--- src/hw/acs_pkg.sv ---
package acs_pkg;

    // register map, byte addresses on the 32-bit APB
    localparam int ADDR_W = 8;
    localparam logic [ADDR_W-1:0] A_CTRL = 8'h00;
    localparam logic [ADDR_W-1:0] A_OSR = 8'h04;
    localparam logic [ADDR_W-1:0] A_GAIN = 8'h08;
    localparam logic [ADDR_W-1:0] A_SWTRIG = 8'h0C;
    localparam logic [ADDR_W-1:0] A_TRIG0 = 8'h10;
    localparam logic [ADDR_W-1:0] A_STATUS = 8'h20;
    localparam logic [ADDR_W-1:0] A_THR_HI = 8'h24;
    localparam logic [ADDR_W-1:0] A_THR_LO = 8'h28;
    localparam logic [ADDR_W-1:0] A_RES0 = 8'h30;

    // control register fields
    localparam int CTRL_W = 10;
    localparam int C_EN = 0;
    localparam int C_INCR = 1;
    localparam int C_CHOP = 2;
    localparam int C_AGC_OFF = 3;
    localparam int C_SYNC_MST = 4;
    localparam int C_SYNC_SW = 5;
    localparam int C_SYNC_TMR = 6;
    localparam int C_AUX2 = 8;
    localparam int C_AUX3 = 9;

    // trigger sources and their configuration fields
    localparam int NUM_TRIG = 4;
    localparam int TRIG_TMR = 0;
    localparam int TRIG_PIN = 1;
    localparam int TRIG_SW = 2;
    localparam int TRIG_EOC = 3;
    localparam int TRIG_W = 9;
    localparam int T_TGT_LSB = 0;
    localparam int T_MUX_LSB = 2;
    localparam int T_PRIO_LSB = 6;
    localparam int T_EN = 8;
    localparam int MUX_W = 4;

    // status register fields
    localparam int S_BUSY_LSB = 0;
    localparam int S_PEND_LSB = 2;
    localparam int S_GAIN_LSB = 8;

    // oversampling, gain and settling
    localparam int OSR_W = 10;
    localparam logic [OSR_W-1:0] OSR_RST = 10'h040;
    localparam int GAIN_W = 4;
    localparam logic [GAIN_W-1:0] MAX_GAIN_EXP = 4'h9;
    localparam logic [2:0] MOD_RST_CYCLES = 3'h4;
    localparam logic [2:0] CONT_VALID_CONV = 3'h4;
    localparam logic [2:0] INCR_VALID_CONV = 3'h3;
    localparam logic [2:0] CONV_CNT_MAX = 3'h7;

    // result channels
    localparam int NUM_CONV = 2;
    localparam int NUM_RES = 4;
    localparam int NUM_DED = 2;

endpackage

--- src/hw/acs_chan_ctrl.sv ---
`timescale 1ns/1ps
module acs_chan_ctrl
    import acs_pkg::*;
(
    input wire logic pclk,
    input wire logic presetn,
    input wire logic clk_en,
    input wire logic start,
    input wire logic stop,
    input wire logic incremental,
    input wire logic chop_en,
    input wire logic [OSR_W-1:0] oversampling_ratio,
    output logic mod_reset,
    output logic mod_run,
    output logic chop_swap,
    output logic dec_strobe,
    output logic valid,
    output logic valid_swapped,
    output logic busy
);
    typedef enum logic [1:0] {ACS_IDLE, ACS_RST, ACS_CONV} acs_chan_st_t;

    typedef struct packed {
        acs_chan_st_t st;
        logic [2:0] rst_cnt;
        logic [OSR_W-1:0] cyc;
        logic [2:0] nconv;
        logic swap;
        logic mod_reset;
        logic mod_run;
        logic dec_strobe;
        logic valid;
        logic valid_swapped;
        logic busy;
    } acs_chan_state_t;

    acs_chan_state_t s;
    acs_chan_state_t next_s;
    logic last;
    logic [2:0] nconv_inc;

    always_comb begin
        next_s = s;
        next_s.dec_strobe = 1'b0;
        next_s.valid = 1'b0;
        last = (s.cyc == oversampling_ratio - 1'b1);
        nconv_inc = (s.nconv == CONV_CNT_MAX) ? s.nconv : s.nconv + 3'h1;
        case (s.st)
            ACS_IDLE: begin
                if (start) begin
                    next_s.st = ACS_RST;
                    next_s.rst_cnt = '0;
                    next_s.mod_reset = 1'b1;
                    next_s.busy = 1'b1;
                    next_s.nconv = '0;
                    next_s.swap = 1'b0;
                end
            end
            ACS_RST: begin
                next_s.rst_cnt = s.rst_cnt + 3'h1;
                if (s.rst_cnt == MOD_RST_CYCLES - 3'h1) begin
                    next_s.st = ACS_CONV;
                    next_s.mod_reset = 1'b0;
                    next_s.mod_run = 1'b1;
                    next_s.cyc = '0;
                end
            end
            ACS_CONV: begin
                next_s.cyc = s.cyc + 1'b1;
                if (last) begin
                    next_s.cyc = '0;
                    next_s.dec_strobe = 1'b1;
                    next_s.nconv = nconv_inc;
                    if (incremental) begin
                        if (nconv_inc == INCR_VALID_CONV) begin
                            next_s.valid = 1'b1;
                            next_s.valid_swapped = s.swap;
                            if (chop_en && !s.swap) begin
                                // second pass with inputs swapped
                                next_s.swap = 1'b1;
                                next_s.st = ACS_RST;
                                next_s.rst_cnt = '0;
                                next_s.mod_reset = 1'b1;
                                next_s.mod_run = 1'b0;
                                next_s.nconv = '0;
                            end else begin
                                next_s.st = ACS_IDLE;
                                next_s.swap = 1'b0;
                                next_s.busy = 1'b0;
                                next_s.mod_run = 1'b0;
                            end
                        end
                    end else begin
                        next_s.valid = (nconv_inc >= CONT_VALID_CONV);
                        next_s.valid_swapped = 1'b0;
                        if (stop) begin
                            next_s.st = ACS_IDLE;
                            next_s.busy = 1'b0;
                            next_s.mod_run = 1'b0;
                        end
                    end
                end
            end
            default: next_s.st = ACS_IDLE;
        endcase
    end

    always_ff @(posedge pclk or negedge presetn) begin
        if (!presetn) begin
            s <= '0;
        end else if (clk_en) begin
            s <= next_s;
        end
    end

    assign mod_reset = s.mod_reset;
    assign mod_run = s.mod_run;
    assign chop_swap = s.swap;
    assign dec_strobe = s.dec_strobe;
    assign valid = s.valid;
    assign valid_swapped = s.valid_swapped;
    assign busy = s.busy;

    // helper counters for the checks below
    logic [OSR_W:0] gap;
    logic [2:0] nstrb;
    always_ff @(posedge pclk or negedge presetn) begin
        if (!presetn) begin
            gap <= '0;
            nstrb <= '0;
        end else if (clk_en) begin
            gap <= !s.mod_run ? '0 : (s.dec_strobe ? (OSR_W+1)'(1) : gap + 1'b1);
            if (s.mod_reset) begin
                nstrb <= '0;
            end else if (s.dec_strobe && nstrb != CONV_CNT_MAX) begin
                nstrb <= nstrb + 3'h1;
            end
        end
    end

    a_mod_reset_len: assert property (@(posedge pclk) disable iff (!presetn || !clk_en)
        $rose(s.mod_reset) |-> s.mod_reset [*4] ##1 !s.mod_reset)
        else $error("modulator reset not four cycles");
    a_conv_length: assert property (@(posedge pclk) disable iff (!presetn || !clk_en)
        s.dec_strobe |-> gap == {(oversampling_ratio == '0), oversampling_ratio})
        else $error("conversion length differs from oversampling ratio");
    a_cont_valid: assert property (@(posedge pclk) disable iff (!presetn || !clk_en)
        (s.valid && !incremental) |-> nstrb >= 3'h3)
        else $error("continuous result flagged before fourth conversion");
    a_incr_valid: assert property (@(posedge pclk) disable iff (!presetn || !clk_en)
        (s.valid && incremental) |-> nstrb == 3'h2)
        else $error("incremental result not after third conversion");
endmodule

--- src/hw/acs_sequencer.sv ---
`timescale 1ns/1ps
module acs_sequencer
    import acs_pkg::*;
#(
    parameter int MW = 4,
    parameter int RW = 24
) (
    input wire logic pclk,
    input wire logic presetn,
    input wire logic clk_en,
    input wire logic psel,
    input wire logic penable,
    input wire logic pwrite,
    input wire logic [ADDR_W-1:0] paddr,
    input wire logic [31:0] pwdata,
    output logic [31:0] prdata,
    output logic pready,
    output logic pslverr,
    input wire logic timer_trig,
    input wire logic sync_in,
    output logic sync_out,
    input wire logic [GAIN_W-1:0] agc_gain_exp,
    input wire logic [MW-1:0] mod_data0,
    input wire logic [MW-1:0] mod_data1,
    input wire logic [RW-1:0] dec_data0,
    input wire logic [RW-1:0] dec_data1,
    output logic [MUX_W-1:0] mux_sel0,
    output logic [MUX_W-1:0] mux_sel1,
    output logic [NUM_CONV-1:0] mod_reset,
    output logic [NUM_CONV-1:0] mod_run,
    output logic [NUM_CONV-1:0] chop_swap,
    output logic [NUM_CONV-1:0] dec_strobe,
    output logic [GAIN_W-1:0] gain_exp0,
    output logic [GAIN_W-1:0] gain_exp1,
    output logic [MW+int'(MAX_GAIN_EXP)-1:0] scaled0,
    output logic [MW+int'(MAX_GAIN_EXP)-1:0] scaled1,
    output logic [NUM_RES*RW-1:0] result,
    output logic [NUM_RES-1:0] res_ready,
    output logic [NUM_RES-1:0] win_cross
);
    localparam int SW = MW + int'(MAX_GAIN_EXP);

    typedef struct packed {
        logic [CTRL_W-1:0] ctrl;
        logic [OSR_W-1:0] oversampling_ratio;
        logic [GAIN_W-1:0] gain_fix;
        logic [NUM_TRIG-1:0][TRIG_W-1:0] trig;
        logic [RW-1:0] thr_hi;
        logic [RW-1:0] thr_lo;
        logic [NUM_TRIG-1:0] pend;
        logic pin_prev;
        logic sync_out;
        logic [NUM_CONV-1:0] start;
        logic [MUX_W-1:0] mux0;
        logic [MUX_W-1:0] mux1;
        logic [GAIN_W-1:0] gain0;
        logic [SW-1:0] scaled0;
        logic [SW-1:0] scaled1;
        logic [NUM_RES-1:0][RW-1:0] hold;
        logic [NUM_RES-1:0][RW-1:0] result;
        logic [NUM_RES-1:0] res_ready;
        logic [NUM_RES-1:0] win_cross;
        logic [31:0] prdata;
        logic pready;
        logic pslverr;
    } acs_seq_state_t;

    acs_seq_state_t s;
    acs_seq_state_t next_s;

    logic [NUM_CONV-1:0] busy;
    logic [NUM_CONV-1:0] cvalid;
    logic [NUM_CONV-1:0] cswap;
    logic [NUM_CONV-1:0] free;
    logic [NUM_TRIG-1:0] ev;
    logic [NUM_TRIG-1:0] grant_vec;
    logic [NUM_TRIG-1:0] trig_on;
    logic wr;
    logic sw_pulse;
    logic pin_lvl;
    logic found;
    logic [1:0] best_i;
    logic [1:0] best_p;
    logic [1:0] best_tgt;
    logic [MUX_W-1:0] best_mux;
    logic [1:0] tgt;
    logic chop_on;
    logic src;
    logic dsw;
    logic [RW-1:0] dd;
    logic signed [RW:0] diff;
    logic [RW-1:0] res;
    logic [31:0] rd;
    logic err;
    logic [GAIN_W-1:0] gw;

    // one controller per converter, both on pclk
    for (genvar c = 0; c < NUM_CONV; c++) begin : g_chan
        acs_chan_ctrl u_chan (
            .pclk(pclk),
            .presetn(presetn),
            .clk_en(clk_en),
            .start(s.start[c]),
            .stop(!s.ctrl[C_EN]),
            .incremental(s.ctrl[C_INCR]),
            .chop_en(s.ctrl[C_CHOP]),
            .oversampling_ratio(s.oversampling_ratio),
            .mod_reset(mod_reset[c]),
            .mod_run(mod_run[c]),
            .chop_swap(chop_swap[c]),
            .dec_strobe(dec_strobe[c]),
            .valid(cvalid[c]),
            .valid_swapped(cswap[c]),
            .busy(busy[c])
        );
    end

    always_comb begin
        next_s = s;
        next_s.start = '0;
        next_s.res_ready = '0;
        next_s.win_cross = '0;

        // register read data is prepared in the setup phase
        wr = psel && penable && s.pready && pwrite && !s.pslverr;
        sw_pulse = wr && (paddr == A_SWTRIG) && pwdata[0];
        rd = '0;
        err = 1'b0;
        if (paddr == A_CTRL) begin
            rd = 32'(s.ctrl);
        end else if (paddr == A_OSR) begin
            rd = 32'(s.oversampling_ratio);
        end else if (paddr == A_GAIN) begin
            rd = 32'(s.gain_fix);
        end else if (paddr == A_SWTRIG) begin
            rd = '0;
        end else if (paddr[7:4] == A_TRIG0[7:4] && paddr[1:0] == 2'b00) begin
            rd = 32'(s.trig[paddr[3:2]]);
        end else if (paddr == A_STATUS) begin
            rd[S_BUSY_LSB +: NUM_CONV] = busy;
            rd[S_PEND_LSB +: NUM_TRIG] = s.pend;
            rd[S_GAIN_LSB +: GAIN_W] = s.gain0;
        end else if (paddr == A_THR_HI) begin
            rd = 32'(s.thr_hi);
        end else if (paddr == A_THR_LO) begin
            rd = 32'(s.thr_lo);
        end else if (paddr[7:4] == A_RES0[7:4] && paddr[1:0] == 2'b00) begin
            rd = 32'(s.result[paddr[3:2]]);
        end else begin
            err = 1'b1;
        end
        next_s.pready = psel && !penable;
        if (psel && !penable) begin
            next_s.prdata = pwrite ? 32'h00000000 : rd;
            next_s.pslverr = err;
        end

        // fixed gain only as a power of two, 1 to 512
        gw = (pwdata[GAIN_W-1:0] > MAX_GAIN_EXP) ? MAX_GAIN_EXP : pwdata[GAIN_W-1:0];
        if (wr) begin
            if (paddr == A_CTRL) begin
                next_s.ctrl = pwdata[CTRL_W-1:0];
            end else if (paddr == A_OSR) begin
                next_s.oversampling_ratio = pwdata[OSR_W-1:0];
            end else if (paddr == A_GAIN) begin
                next_s.gain_fix = gw;
            end else if (paddr[7:4] == A_TRIG0[7:4]) begin
                next_s.trig[paddr[3:2]] = pwdata[TRIG_W-1:0];
            end else if (paddr == A_THR_HI) begin
                next_s.thr_hi = pwdata[RW-1:0];
            end else if (paddr == A_THR_LO) begin
                next_s.thr_lo = pwdata[RW-1:0];
            end
        end

        // sync pin: driven whether or not master is set; the master triggers itself from it
        next_s.sync_out = s.ctrl[C_SYNC_SW] || (s.ctrl[C_SYNC_TMR] && timer_trig);
        pin_lvl = s.ctrl[C_SYNC_MST] ? s.sync_out : sync_in;
        next_s.pin_prev = pin_lvl;
        ev[TRIG_TMR] = timer_trig;
        ev[TRIG_PIN] = pin_lvl && !s.pin_prev;
        ev[TRIG_SW] = sw_pulse;
        // end of conversion chains the next source, e.g. alternating inputs
        ev[TRIG_EOC] = |cvalid;

        // fixed priority arbitration, lower value wins, ties to lower index
        free = ~busy & ~s.start;
        found = 1'b0;
        best_i = '0;
        best_p = '1;
        best_tgt = '0;
        best_mux = '0;
        tgt = '0;
        for (int i = 0; i < NUM_TRIG; i++) begin
            trig_on[i] = s.trig[i][T_EN];
            tgt = s.trig[i][T_TGT_LSB +: NUM_CONV];
            if (s.ctrl[C_EN] && s.pend[i] && trig_on[i] && tgt != '0
                    && (tgt & free) == tgt
                    && (!found || s.trig[i][T_PRIO_LSB +: 2] < best_p)) begin
                found = 1'b1;
                best_i = 2'(i);
                best_p = s.trig[i][T_PRIO_LSB +: 2];
                best_tgt = tgt;
                best_mux = s.trig[i][T_MUX_LSB +: MUX_W];
            end
        end
        grant_vec = '0;
        if (found) begin
            grant_vec[best_i] = 1'b1;
            // one or both converters start in the same cycle
            next_s.start = best_tgt;
            // any source may go to either converter
            if (best_tgt[0]) begin
                next_s.mux0 = best_mux;
            end
            if (best_tgt[1]) begin
                next_s.mux1 = best_mux;
            end
        end
        // a new event wins over the grant that clears it
        next_s.pend = (s.pend & ~grant_vec) | (ev & trig_on);

        // gain and scaler in front of the decimator
        next_s.gain0 = s.ctrl[C_AGC_OFF] ? s.gain_fix
            : ((agc_gain_exp > MAX_GAIN_EXP) ? MAX_GAIN_EXP : agc_gain_exp);
        next_s.scaled0 = SW'($signed(mod_data0)) <<< (MAX_GAIN_EXP - s.gain0);
        next_s.scaled1 = SW'($signed(mod_data1)) <<< (MAX_GAIN_EXP - s.gain_fix);

        // result channels: two dedicated, two from either converter
        chop_on = s.ctrl[C_CHOP] && s.ctrl[C_INCR];
        src = 1'b0;
        dsw = 1'b0;
        dd = '0;
        diff = '0;
        res = '0;
        for (int r = 0; r < NUM_RES; r++) begin
            if (r < NUM_DED) begin
                src = 1'(r);
            end else begin
                src = (r == NUM_DED) ? s.ctrl[C_AUX2] : s.ctrl[C_AUX3];
            end
            dd = src ? dec_data1 : dec_data0;
            dsw = cswap[src];
            if (cvalid[src]) begin
                if (chop_on && !dsw) begin
                    next_s.hold[r] = dd;
                end else begin
                    // swapped sample negated, then averaged with the first
                    diff = $signed({s.hold[r][RW-1], s.hold[r]}) - $signed({dd[RW-1], dd});
                    res = chop_on ? diff[RW:1] : dd;
                    next_s.result[r] = res;
                    next_s.res_ready[r] = 1'b1;
                    next_s.win_cross[r] = ($signed(res) > $signed(s.thr_hi))
                        || ($signed(res) < $signed(s.thr_lo));
                end
            end
        end
    end

    always_ff @(posedge pclk or negedge presetn) begin
        if (!presetn) begin
            s <= '0;
            s.oversampling_ratio <= OSR_RST;
        end else if (clk_en) begin
            s <= next_s;
        end
    end

    assign prdata = s.prdata;
    assign pready = s.pready;
    assign pslverr = s.pslverr;
    assign sync_out = s.sync_out;
    assign mux_sel0 = s.mux0;
    assign mux_sel1 = s.mux1;
    assign gain_exp0 = s.gain0;
    assign gain_exp1 = s.gain_fix;
    assign scaled0 = s.scaled0;
    assign scaled1 = s.scaled1;
    assign result = s.result;
    assign res_ready = s.res_ready;
    assign win_cross = s.win_cross;

    logic [NUM_TRIG-1:0] keep_q;
    always_ff @(posedge pclk or negedge presetn) begin
        if (!presetn) begin
            keep_q <= '0;
        end else if (clk_en) begin
            keep_q <= s.pend & ~grant_vec;
        end
    end

    a_pready_setup: assert property (@(posedge pclk) disable iff (!presetn || !clk_en)
        (psel && !penable) |=> s.pready)
        else $error("pready missing after setup");
    a_start_free: assert property (@(posedge pclk) disable iff (!presetn || !clk_en)
        (found && best_tgt != '0) |-> (best_tgt & busy) == '0)
        else $error("conversion granted to busy converter");
    a_both_start: assert property (@(posedge pclk) disable iff (!presetn || !clk_en)
        (found && best_tgt == 2'b11) |=> s.start == 2'b11 ##1 busy == 2'b11)
        else $error("dual trigger did not start both together");
    a_mux_route: assert property (@(posedge pclk) disable iff (!presetn || !clk_en)
        (found && best_tgt[1]) |=> s.mux1 == $past(best_mux))
        else $error("multiplexer not routed on grant");
    a_pend_hold: assert property (@(posedge pclk) disable iff (!presetn || !clk_en)
        (s.pend & keep_q) == keep_q)
        else $error("ungranted request dropped");
    a_gain_range: assert property (@(posedge pclk) disable iff (!presetn || !clk_en)
        s.gain0 <= MAX_GAIN_EXP && s.gain_fix <= MAX_GAIN_EXP)
        else $error("gain beyond 512");
endmodule

--- config.mk ---
export PLATFORM = sky130hd
export DESIGN_NAME = acs_sequencer
export DESIGN_NICKNAME = d
export VERILOG_FILES = /design/src/hw/acs_pkg.sv /design/src/hw/acs_chan_ctrl.sv /design/src/hw/acs_sequencer.sv
export SDC_FILE = /design/constraint.sdc
export NUM_CORES = 1
export LEC_CHECK = 0
export BUFFER_PORTS_ARGS = -buffer_cell sky130_fd_sc_hd__buf_2
export CAP_MARGIN = 20
export CORE_MARGIN = 10
export CORE_UTILIZATION = 55
export DETAILED_ROUTE_END_ITERATION = 10
export PLACE_DENSITY = 0.85
export REMOVE_ABC_BUFFERS = 1
export SLEW_MARGIN = 0
export SYNTH_ARGS = -nofsm -noshare
export SYNTH_HDL_FRONTEND = slang
export SYNTH_SLANG_ARGS = --single-unit
--- constraint.sdc ---
create_clock -name pclk -period 5.4 [get_ports pclk]
set_clock_uncertainty 0.2 [all_clocks]
set_input_delay 0.81 -clock pclk [delete_from_list [all_inputs] [get_ports pclk]]
set_output_delay 0.81 -clock pclk [all_outputs]
set_load 0.005 [all_outputs]
Word-level counts from Yosys, hierarchy flattened
Cells that the tools add are included.
- shifts and indexed selects: 2
- multiplexer cells: 149
- order comparisons: 21
- add/sub/neg operators: 13
- equality and inequality tests: 44
- bitwise gates (word level): 20
- reductions and logical operators: 109
- operators with widths (operator ; count):
    $mux W24 ; 10
    $mux W32 ; 6
    $sub A24 B24 Y25 ; 4
    $gt A24 B24 Y1 ; 4
    $lt A24 B24 Y1 ; 4
    $mux W1 ; 53
    $mux W25 ; 2
    $bmux W24 S2 ; 1
    $mux W4 ; 11
    $mux W3 ; 14
    $reduce_and A6 Y1 ; 7
    $mux W5 ; 8
    $pmux W10 S2 ; 2
    $logic_and A1 B1 Y1 ; 39
    $reduce_and A3 Y1 ; 13
    $bwmux W36 ; 1
    $reduce_and A7 Y1 ; 5
    $mux W2 ; 17
    $mux W10 ; 3
    $sshl A4 B4 Y13 ; 2
    $eq A8 B6 Y1 const B ; 3
    $reduce_and A8 Y1 ; 3
    $add A10 B1 Y10 const B ; 2
    $eq A10 B10 Y1 ; 2
    other kinds (49) ; 142
- bits in registers: 438
- bits of input ports: 108

Depth between registers and ports, before layout
Gate-level depths: netlist (run 1).
- word-level depth: 26
- gate-level depth with buffers: 23

By module
Synthesis (run 1) repeated with hierarchy kept, for this count alone.
- cells, all modules: 3436
- area, all modules: 32079.5 µm²
- by module, submodules not included (module ; area each (µm²) ; cells each ; seq. area each (µm²) ; times used):
    acs_sequencer ; 28466.1 ; 3008 ; 9510.4 ; 1
    acs_chan_ctrl ; 1806.7 ; 214 ; 625.6 ; 2

Least setup slack after synthesis (run 1)
OpenSTA, ideal clock, no wires.
- path type: register to register
- start: register s[387] in the netlist's numbering
- end: register s (netlist bit win_cross[3])
- setup slack: -0.081 ns
- required time: 5.063 ns
- stages on the path, launching flop included: 23
- clock period less this slack: 5.481 ns
- arrival time: 5.144 ns
- cells stage by stage: dfrtp_1 buf_1 clkbuf_1 mux2i_1 ha_1 a21oi_1 nand2_1 o21ai_0 nand2b_1 a21o_1 a31oi_1 xor2_1 mux2i_1 ha_1 a21o_1 a211oi_1 o21bai_1 a221o_1 o211ai_1 o211ai_1 or4b_2 nand4_1 o211ai_1
- longest elaborated chain between the ends: 7
- elaborated cells between the ends (all ways): 14
- ends and longest elaborated chain (item ; line ; source):
    from (decl) ; acs_sequencer.sv:68 ; acs_seq_state_t s;
    from (signal assigned) ; acs_sequencer.sv:265 ; s <= next_s;
    $mux W24 ; acs_sequencer.sv:242 ; dd = src ? dec_data1 : dec_data0;
    $sub A24 B24 Y25 ; acs_sequencer.sv:249 ; diff = $signed({s.hold[r][RW-1], s.hold[r]}) - $signed({dd[RW-1], dd});
    $mux W24 ; acs_sequencer.sv:250 ; res = chop_on ? diff[RW:1] : dd;
    $gt A24 B24 Y1 or $lt A24 B24 Y1 (tied branches) ; acs_sequencer.sv:253, acs_sequencer.sv:254 ;
    $logic_or A1 B1 Y1 ; acs_sequencer.sv:254 ; || ($signed(res) < $signed(s.thr_lo));
    $mux W1 ; acs_sequencer.sv:245 ; if (chop_on && !dsw) begin
    $mux W1 (*) ; acs_sequencer.sv:244 ; if (cvalid[src]) begin
Mark *: on every way between the ends. The rest lies on a longest branch, timed or not. The select of a mux whose other input is x is not followed.
A chain may end at the register's enable or synchronous reset.

Worst setup path in the final report (run 1)
Ends and elaborated chain as after synthesis.

==> results.toml, run 1 <==
[run_status]
status = "finished, final reports clean"

[global_route]
gr-total-overflow = 0
antenna_found_initial = 10
grt_start_max_net_pins = 120
grt_pass1_vias = 27025
grt_pass1_wl_um = 157000
grt.total_usage_pct = 29.6

[pwr]
combPwrFrac_pct = 12.8
internal_power_w = 0.00571
switching_power_w = 0.00209
max-vdd-ir-drop_mv = 0.221
p_leak_nw = 17.7
p_total_w = 0.00780
power_frac_seq_pct = 42.5
swShare_pct = 26.8
p_clk_share_pct = 44.7
p_per_area_mw_per_mm2 = 215

[setup_path]
arrival_ns = 5.56
path_cells = "buf_12 > buf_12 > mux2i_2 > ha_1 > o21a_1 > o2111ai_1 > a31oi_4 > o21ai_2 > buf_4 > nand2b_1 > a21oi_2 > o21ai_0 > xnor2_1 > mux2i_1 > ha_1 > nand2_1 > nor2_1 > a221o_1 > o211ai_1 > o211ai_1 > or4b_2 > nand4_1 > o211ai_1"
reg2reg_slack_ns = 0.11
start_kind = "flop"
max_stage_delay_ns = 0.62
cp.required_ns = 5.67
worst-path-max-fanout = 6
slowest_stage = "or4b_2"
path_common_cell = "o211ai_1"
cp-end-kind = "flop"
worst-setup-path-type = "flop to flop"

[sta]
layout_setup_ws_ns = 0.106
finalHoldViolCount = 0
setup_viol = 0
worst_pin_slew_ns = 1.16
period_share_pct = 98.0
max_slew_margin_pct = 22.3
clock.fmax_ghz = 0.189
hold_ws_ns = 0.0148
slew_violations = 0
finalCriticalPeriod_ns = 5.29

[detailed_routing]
top_layer = "met5"
vias = 28027
drc = 0
drtAntennaViolNets = 0
vias_per_cell = 6.33
drt_iter0_drc = 3164
drt-wirelength-per-cell_um = 23.7
wl_met3_um = 12600
wirelength_met1_um = 40300
routed_wl_um = 105000
dr.pass1.iters = 6
dr_wl_met2_um = 46300

[hold_path]
min_path_type = "primary input to async pin"

[cells_and_area]
multi_input_area_mm2 = 0.0188
layout_commonest_cell = "dfrtp_1"
n_fill_cell = 4272
layout-drive-gt1-share_pct = 26.8
finish.utilization_pct = 63.9
register_area_mm2 = 0.0108
finalNetCount = 4038
final_cell_mix = "dfrtp_1 (428), nand2_1 (313), ha_1 (297)"
area_growth_syn_to_layout_pct = 14.4

[job]
max_cap_violations = 0

[placement]
dpl.hpwl_um = 80100
gp_congestion = 1.00
place_ws_ns = -0.320
io_buffers = 280

[floorplan]
dieArea_mm2 = 0.0676
initial_core_util_pct = 55.9
io_pins = 297
die_h_um = 260
chipWidth_um = 260
core_mm2 = 0.0567
rows = 87

[synthesis]
syn_inst = 3335
ys_ff_latch = 430
synth_edf_count = 0
seq_area_frac_synth_pct = 34.0
ys_async_sr_fraction_pct = 100
avgSynthCellArea_um2 = 9.50
syn_area_mm2 = 0.0317
synth_cell_types = 95
yosys_warnings = 0
synth_ff_type = "dfrtp_1"

[clocking]
clk_pin_slew_ns = 0.07
cts-root-buf = "clkbuf_16"
numCtsBuffers = 47
clkSinkCount = 430
h-tree-depth = 2
cts_tree = "done"
clk_latency_ns = 0.61
cts_buffer_depth = 3
## sequential cells by signal (all words and copies together) (netlist names), 4 cells and up
register         flops
g_chan.u_chan.s     36
gain_exp0            4
gain_exp1            4
mux_sel0             4
mux_sel1             4
prdata              24
res_ready            4
result              96
s                  207
scaled0             13
scaled1             13
win_cross            4
## critical path, delay by kind of cell, from the launching register on
| family | cells | cell delay (ns) |
|---|---|---|
| compound gates | 10 | 1.82 |
| xor+xnor | 1 | 0.15 |
| fa+ha+maj | 2 | 0.61 |
| buf+inv | 3 | 0.46 |
| flops | 1 | 0.42 |
| mux | 2 | 0.55 |
| simple gates | 5 | 0.91 |
## worst paths after layout
check,depth (start not counted),endpoint,start
worst max register to register,23,win_cross[3],s[387]
max in group asynchronous,2,result[67],presetn
worst max-delay path,23,win_cross[3],s[387]
min in group pclk,2,s[292],pwdata[12]
worst min-delay path,1,s[331],presetn
worst min register to register,1,s[277],s[275]
## cells in the mapped netlist, types with 37 or more instances
cell	n	area [um2]
o21ai_0	264	1320
clkbuf_1	84	315
nor3_1	43	215
a21oi_1	216	1080
nand4_1	38	238
nand3_1	55	275
inv_1	161	604
mux2_2	235	2650
xor2_1	40	350
xnor2_1	60	526
buf_4	186	1400
nor2_1	168	631
a31oi_1	37	231
ha_1	301	3770
a21o_1	72	541
nand2b_1	38	238
nand2_1	314	1180
mux2i_1	96	961
dfrtp_1	429	10700
nor2b_1	40	250
## kinds of logic after synthesis
logic type | count (synthesis) | share of synthesized area [%]
and+or+nand+nor | 830 | 12.7
AOI/OAI and AO/OA | 824 | 16.2
buffers and inverters | 468 | 7.82
DFF | 430 | 34.0
muxes | 369 | 14.0
adders and majority gates | 306 | 12.2
xor gates and xnor gates | 107 | 3.24
other | 1 | 0.0118
## layer usage
metal  track usage, %  up-vias
met5                0        -
met4             13.4       10
met3             7.76      337
met2             46.5     1624
met1             37.9    13595
li1                 -    12461
## cell type report
class,count,share of cell area [%]
sequential,430,29.7
antenna,6,0.0414
tap,756,2.61
inverter,161,1.67
timing repair buffer,541,9.66
clock inverter,20,0.749
multi-input combinational,2444,51.8
clock buffer,67,3.81
## timing repair
action | CTS | global route
resized for setup | 1 | 49
cloned | 0 | 1
pin swaps | 0 | 8
hold buffers | 0 | 0
endpoints found under the setup margin | 1 | 2
buffers inserted | 1 | 6
endpoints found under the hold margin | 0 | 0
## stage by stage
step | instance area (um2) | setup TNS (ns) | std cells
after detailed placement | 34200 | -0.815 | 4322
after floorplan | 29800 | -2.08 | 3035
after global routing | 36200 | -0.135 | 4421
after CTS | 35900 | 0 | 4410
final | 36200 | 0 | 4425
after global placement | 34200 | -0.519 | 4321
## power by group through the flow
stage | logic, W | registers (W) | clock network, W
detailed placement | 0.000955 | 0.00337 | 0
CTS | 0.000963 | 0.00332 | 0.00348
floorplan | 0.000443 | 0.00337 | 0
global placement | 0.000930 | 0.00337 | 0
global route | 0.00108 | 0.00332 | 0.00361
finish | 0.000999 | 0.00332 | 0.00348
No activity file was read; power rests on OpenSTA's default activity.
==> run 2: changes to the inputs <==
--- a/config.mk
+++ b/config.mk
@@ -10,6 +10,7 @@
 export CORE_MARGIN = 10
 export CORE_UTILIZATION = 55
 export DETAILED_ROUTE_END_ITERATION = 10
+export GPL_TIMING_DRIVEN = 0
 export PLACE_DENSITY = 0.85
 export REMOVE_ABC_BUFFERS = 1
 export SLEW_MARGIN = 0
==> run 2 against run 1 <==
Cell count decreased by 4.5%; critical path depth decreased by 1; clock-buffer cell count decreased by 3; sequential cell count unchanged; utilization decreased by 1.8 points; first-iteration DRC count decreased by 1.8%; critical path type unchanged; sequential share of layout area increased by 0.88 points; largest cell class unchanged; register-to-register slack got worse by 0.06 ns; highest routed layer unchanged.
==> results.toml, run 2 (synthesized netlist as in run 1, its figures left out) <==
[floorplan]
chipWidth_um = 260
io_pins = 297
die_h_um = 260
core_mm2 = 0.0567
dieArea_mm2 = 0.0676
rows = 87
initial_core_util_pct = 55.9

[sta]
rsz0062_at_grt = "yes"
period_share_pct = 99.2
slew_violations = 0
clock.fmax_ghz = 0.187
setup_viol = 0
finalCriticalPeriod_ns = 5.36
max_slew_margin_pct = 15.3
fin_setup_tns_ns = 0
finalHoldViolCount = 0
worst_pin_slew_ns = 1.26

[hold_path]
min_path_type = "primary input to async pin"

[setup_path]
worst-path-max-fanout = 5
start_kind = "flop"
path_common_cell = "o21ai_0"
path_cells = "mux2i_4 > or2_2 > fa_2 > a21oi_2 > buf_4 > o21a_1 > o21ai_0 > a21oi_2 > nor2b_1 > o21ai_0 > a211oi_1 > o21bai_1 > ha_1 > a21oi_1 > o22ai_1 > nor2_1 > o21ai_0 > a21o_1 > a211oi_1 > mux2_2 > a221oi_2 > a21oi_1"
worst-setup-path-type = "flop to flop"
reg2reg_slack_ns = 0.04
slowest_stage = "dfrtp_4"
arrival_ns = 5.66
max_stage_delay_ns = 0.58
cp-end-kind = "flop"
cp.required_ns = 5.70

[global_route]
grt_pass1_vias = 26405
grt_start_max_net_pins = 119
grt.total_usage_pct = 29.1
grt_pass1_wl_um = 154000
gr-total-overflow = 0
antenna_found_initial = 14

[detailed_routing]
dr.pass1.iters = 7
drc = 0
vias_per_cell = 6.49
drt_iter0_drc = 3106
drtAntennaViolNets = 0
vias = 27430
drt-wirelength-per-cell_um = 24.5
routed_wl_um = 103000

[cells_and_area]
multi_input_area_mm2 = 0.0191
area_growth_syn_to_layout_pct = 11.2
fin_area_mm2 = 0.0352
layout_commonest_cell = "dfrtp_1"
top_register = "s"
largest_reg_flops = 207
n_fill_cell = 4440
finalNetCount = 3836
register_area_mm2 = 0.0108
layout-drive-gt1-share_pct = 23.8
final_cell_mix = "dfrtp_1 (427), nand2_1 (312), ha_1 (292)"

[clocking]
numCtsBuffers = 47
h-tree-depth = 2
clk_pin_slew_ns = 0.06
clkSinkCount = 430
cts_tree = "done"
cts_buffer_depth = 3
clk_latency_ns = 0.63
cts-root-buf = "clkbuf_16"

[pwr]
power_frac_seq_pct = 43.9
p_per_area_mw_per_mm2 = 215
p_clk_share_pct = 44.1
swShare_pct = 27.5
switching_power_w = 0.00208
max-vdd-ir-drop_mv = 0.210
combPwrFrac_pct = 12.0
internal_power_w = 0.00549
p_leak_nw = 16.9
p_total_w = 0.00757

[job]
max_cap_violations = 0

[placement]
gp_congestion = 0.998
io_buffers = 280
dpl.hpwl_um = 77400
dpl_cell_area_mm2 = 0.0328

[run_status]
status = "finished, final reports clean"
==> run 2: layer usage <==
metal | routed length, um | track usage (%)
met5 | 101 | 0
met4 | 4900 | 12.6
met3 | 12100 | 7.35
met2 | 46500 | 45.8
met1 | 39900 | 37.5
==> run 2: metrics by stage <==
step / setup slack (ns) / hold slack, ns / instances / utilization [%]
after CTS: -0.000739 / 0.0911 / 4198 / 61.1
final: 0.0444 / 0.0555 / 4224 / 62.1
after detailed placement: -1.56 / 0.258 / 4100 / 57.8
after floorplan: -0.283 / 0.230 / 3035 / -
after global routing: -0.0953 / 0.140 / 4219 / 62.1
after global placement: -5.41 / 0.236 / 4071 / 56.8
==> run 2: what timing repair did <==
item / CTS / global route
setup endpoints to repair: 2 / 4
hold buffers: 0 / 0
setup buffers: 12 / 14
pin swaps: 8 / 19
gates cloned: 0 / 0
gates resized for setup: 43 / 87
==> run 2: final timing paths <==
path                       startpoint      endpoint  cells after the start
max                            s[386]  win_cross[2]                     22
min                           presetn   mux_sel0[1]                      1
max reg2reg                    s[386]  win_cross[2]                     22
min reg2reg                    s[275]        s[277]                      1
max in group asynchronous     presetn        s[158]                      3
min in group pclk          pwdata[18]        s[298]                      2
==> run 2: critical path, delay by kind of cell (launching register included) <==
family,cells,cell delay [ns]
mux,2,0.63
buf+inv,1,0.14
compound gates,14,2.45
simple gates,3,0.46
fa+ha+maj,2,0.76
flops,1,0.58
==> run 2: final cells by class <==
class	count	area share [%]
Sequential cell	430	30.6
Tap cell	756	2.69
Multi-Input combinational cell	2444	54.2
Clock inverter	22	0.678
Antenna cell	8	0.0568
Clock buffer	64	3.78
Inverter	161	1.72
Timing Repair Buffer	339	6.35
==> run 2: power by group through the flow <==
stage	clock network (W)	registers (W)	logic [W]
floorplan	0	0.00337	0.000443
global placement	0	0.00338	0.000807
detailed placement	0	0.00338	0.000846
CTS	0.00335	0.00332	0.000860
global route	0.00347	0.00332	0.000995
finish	0.00334	0.00332	0.000912
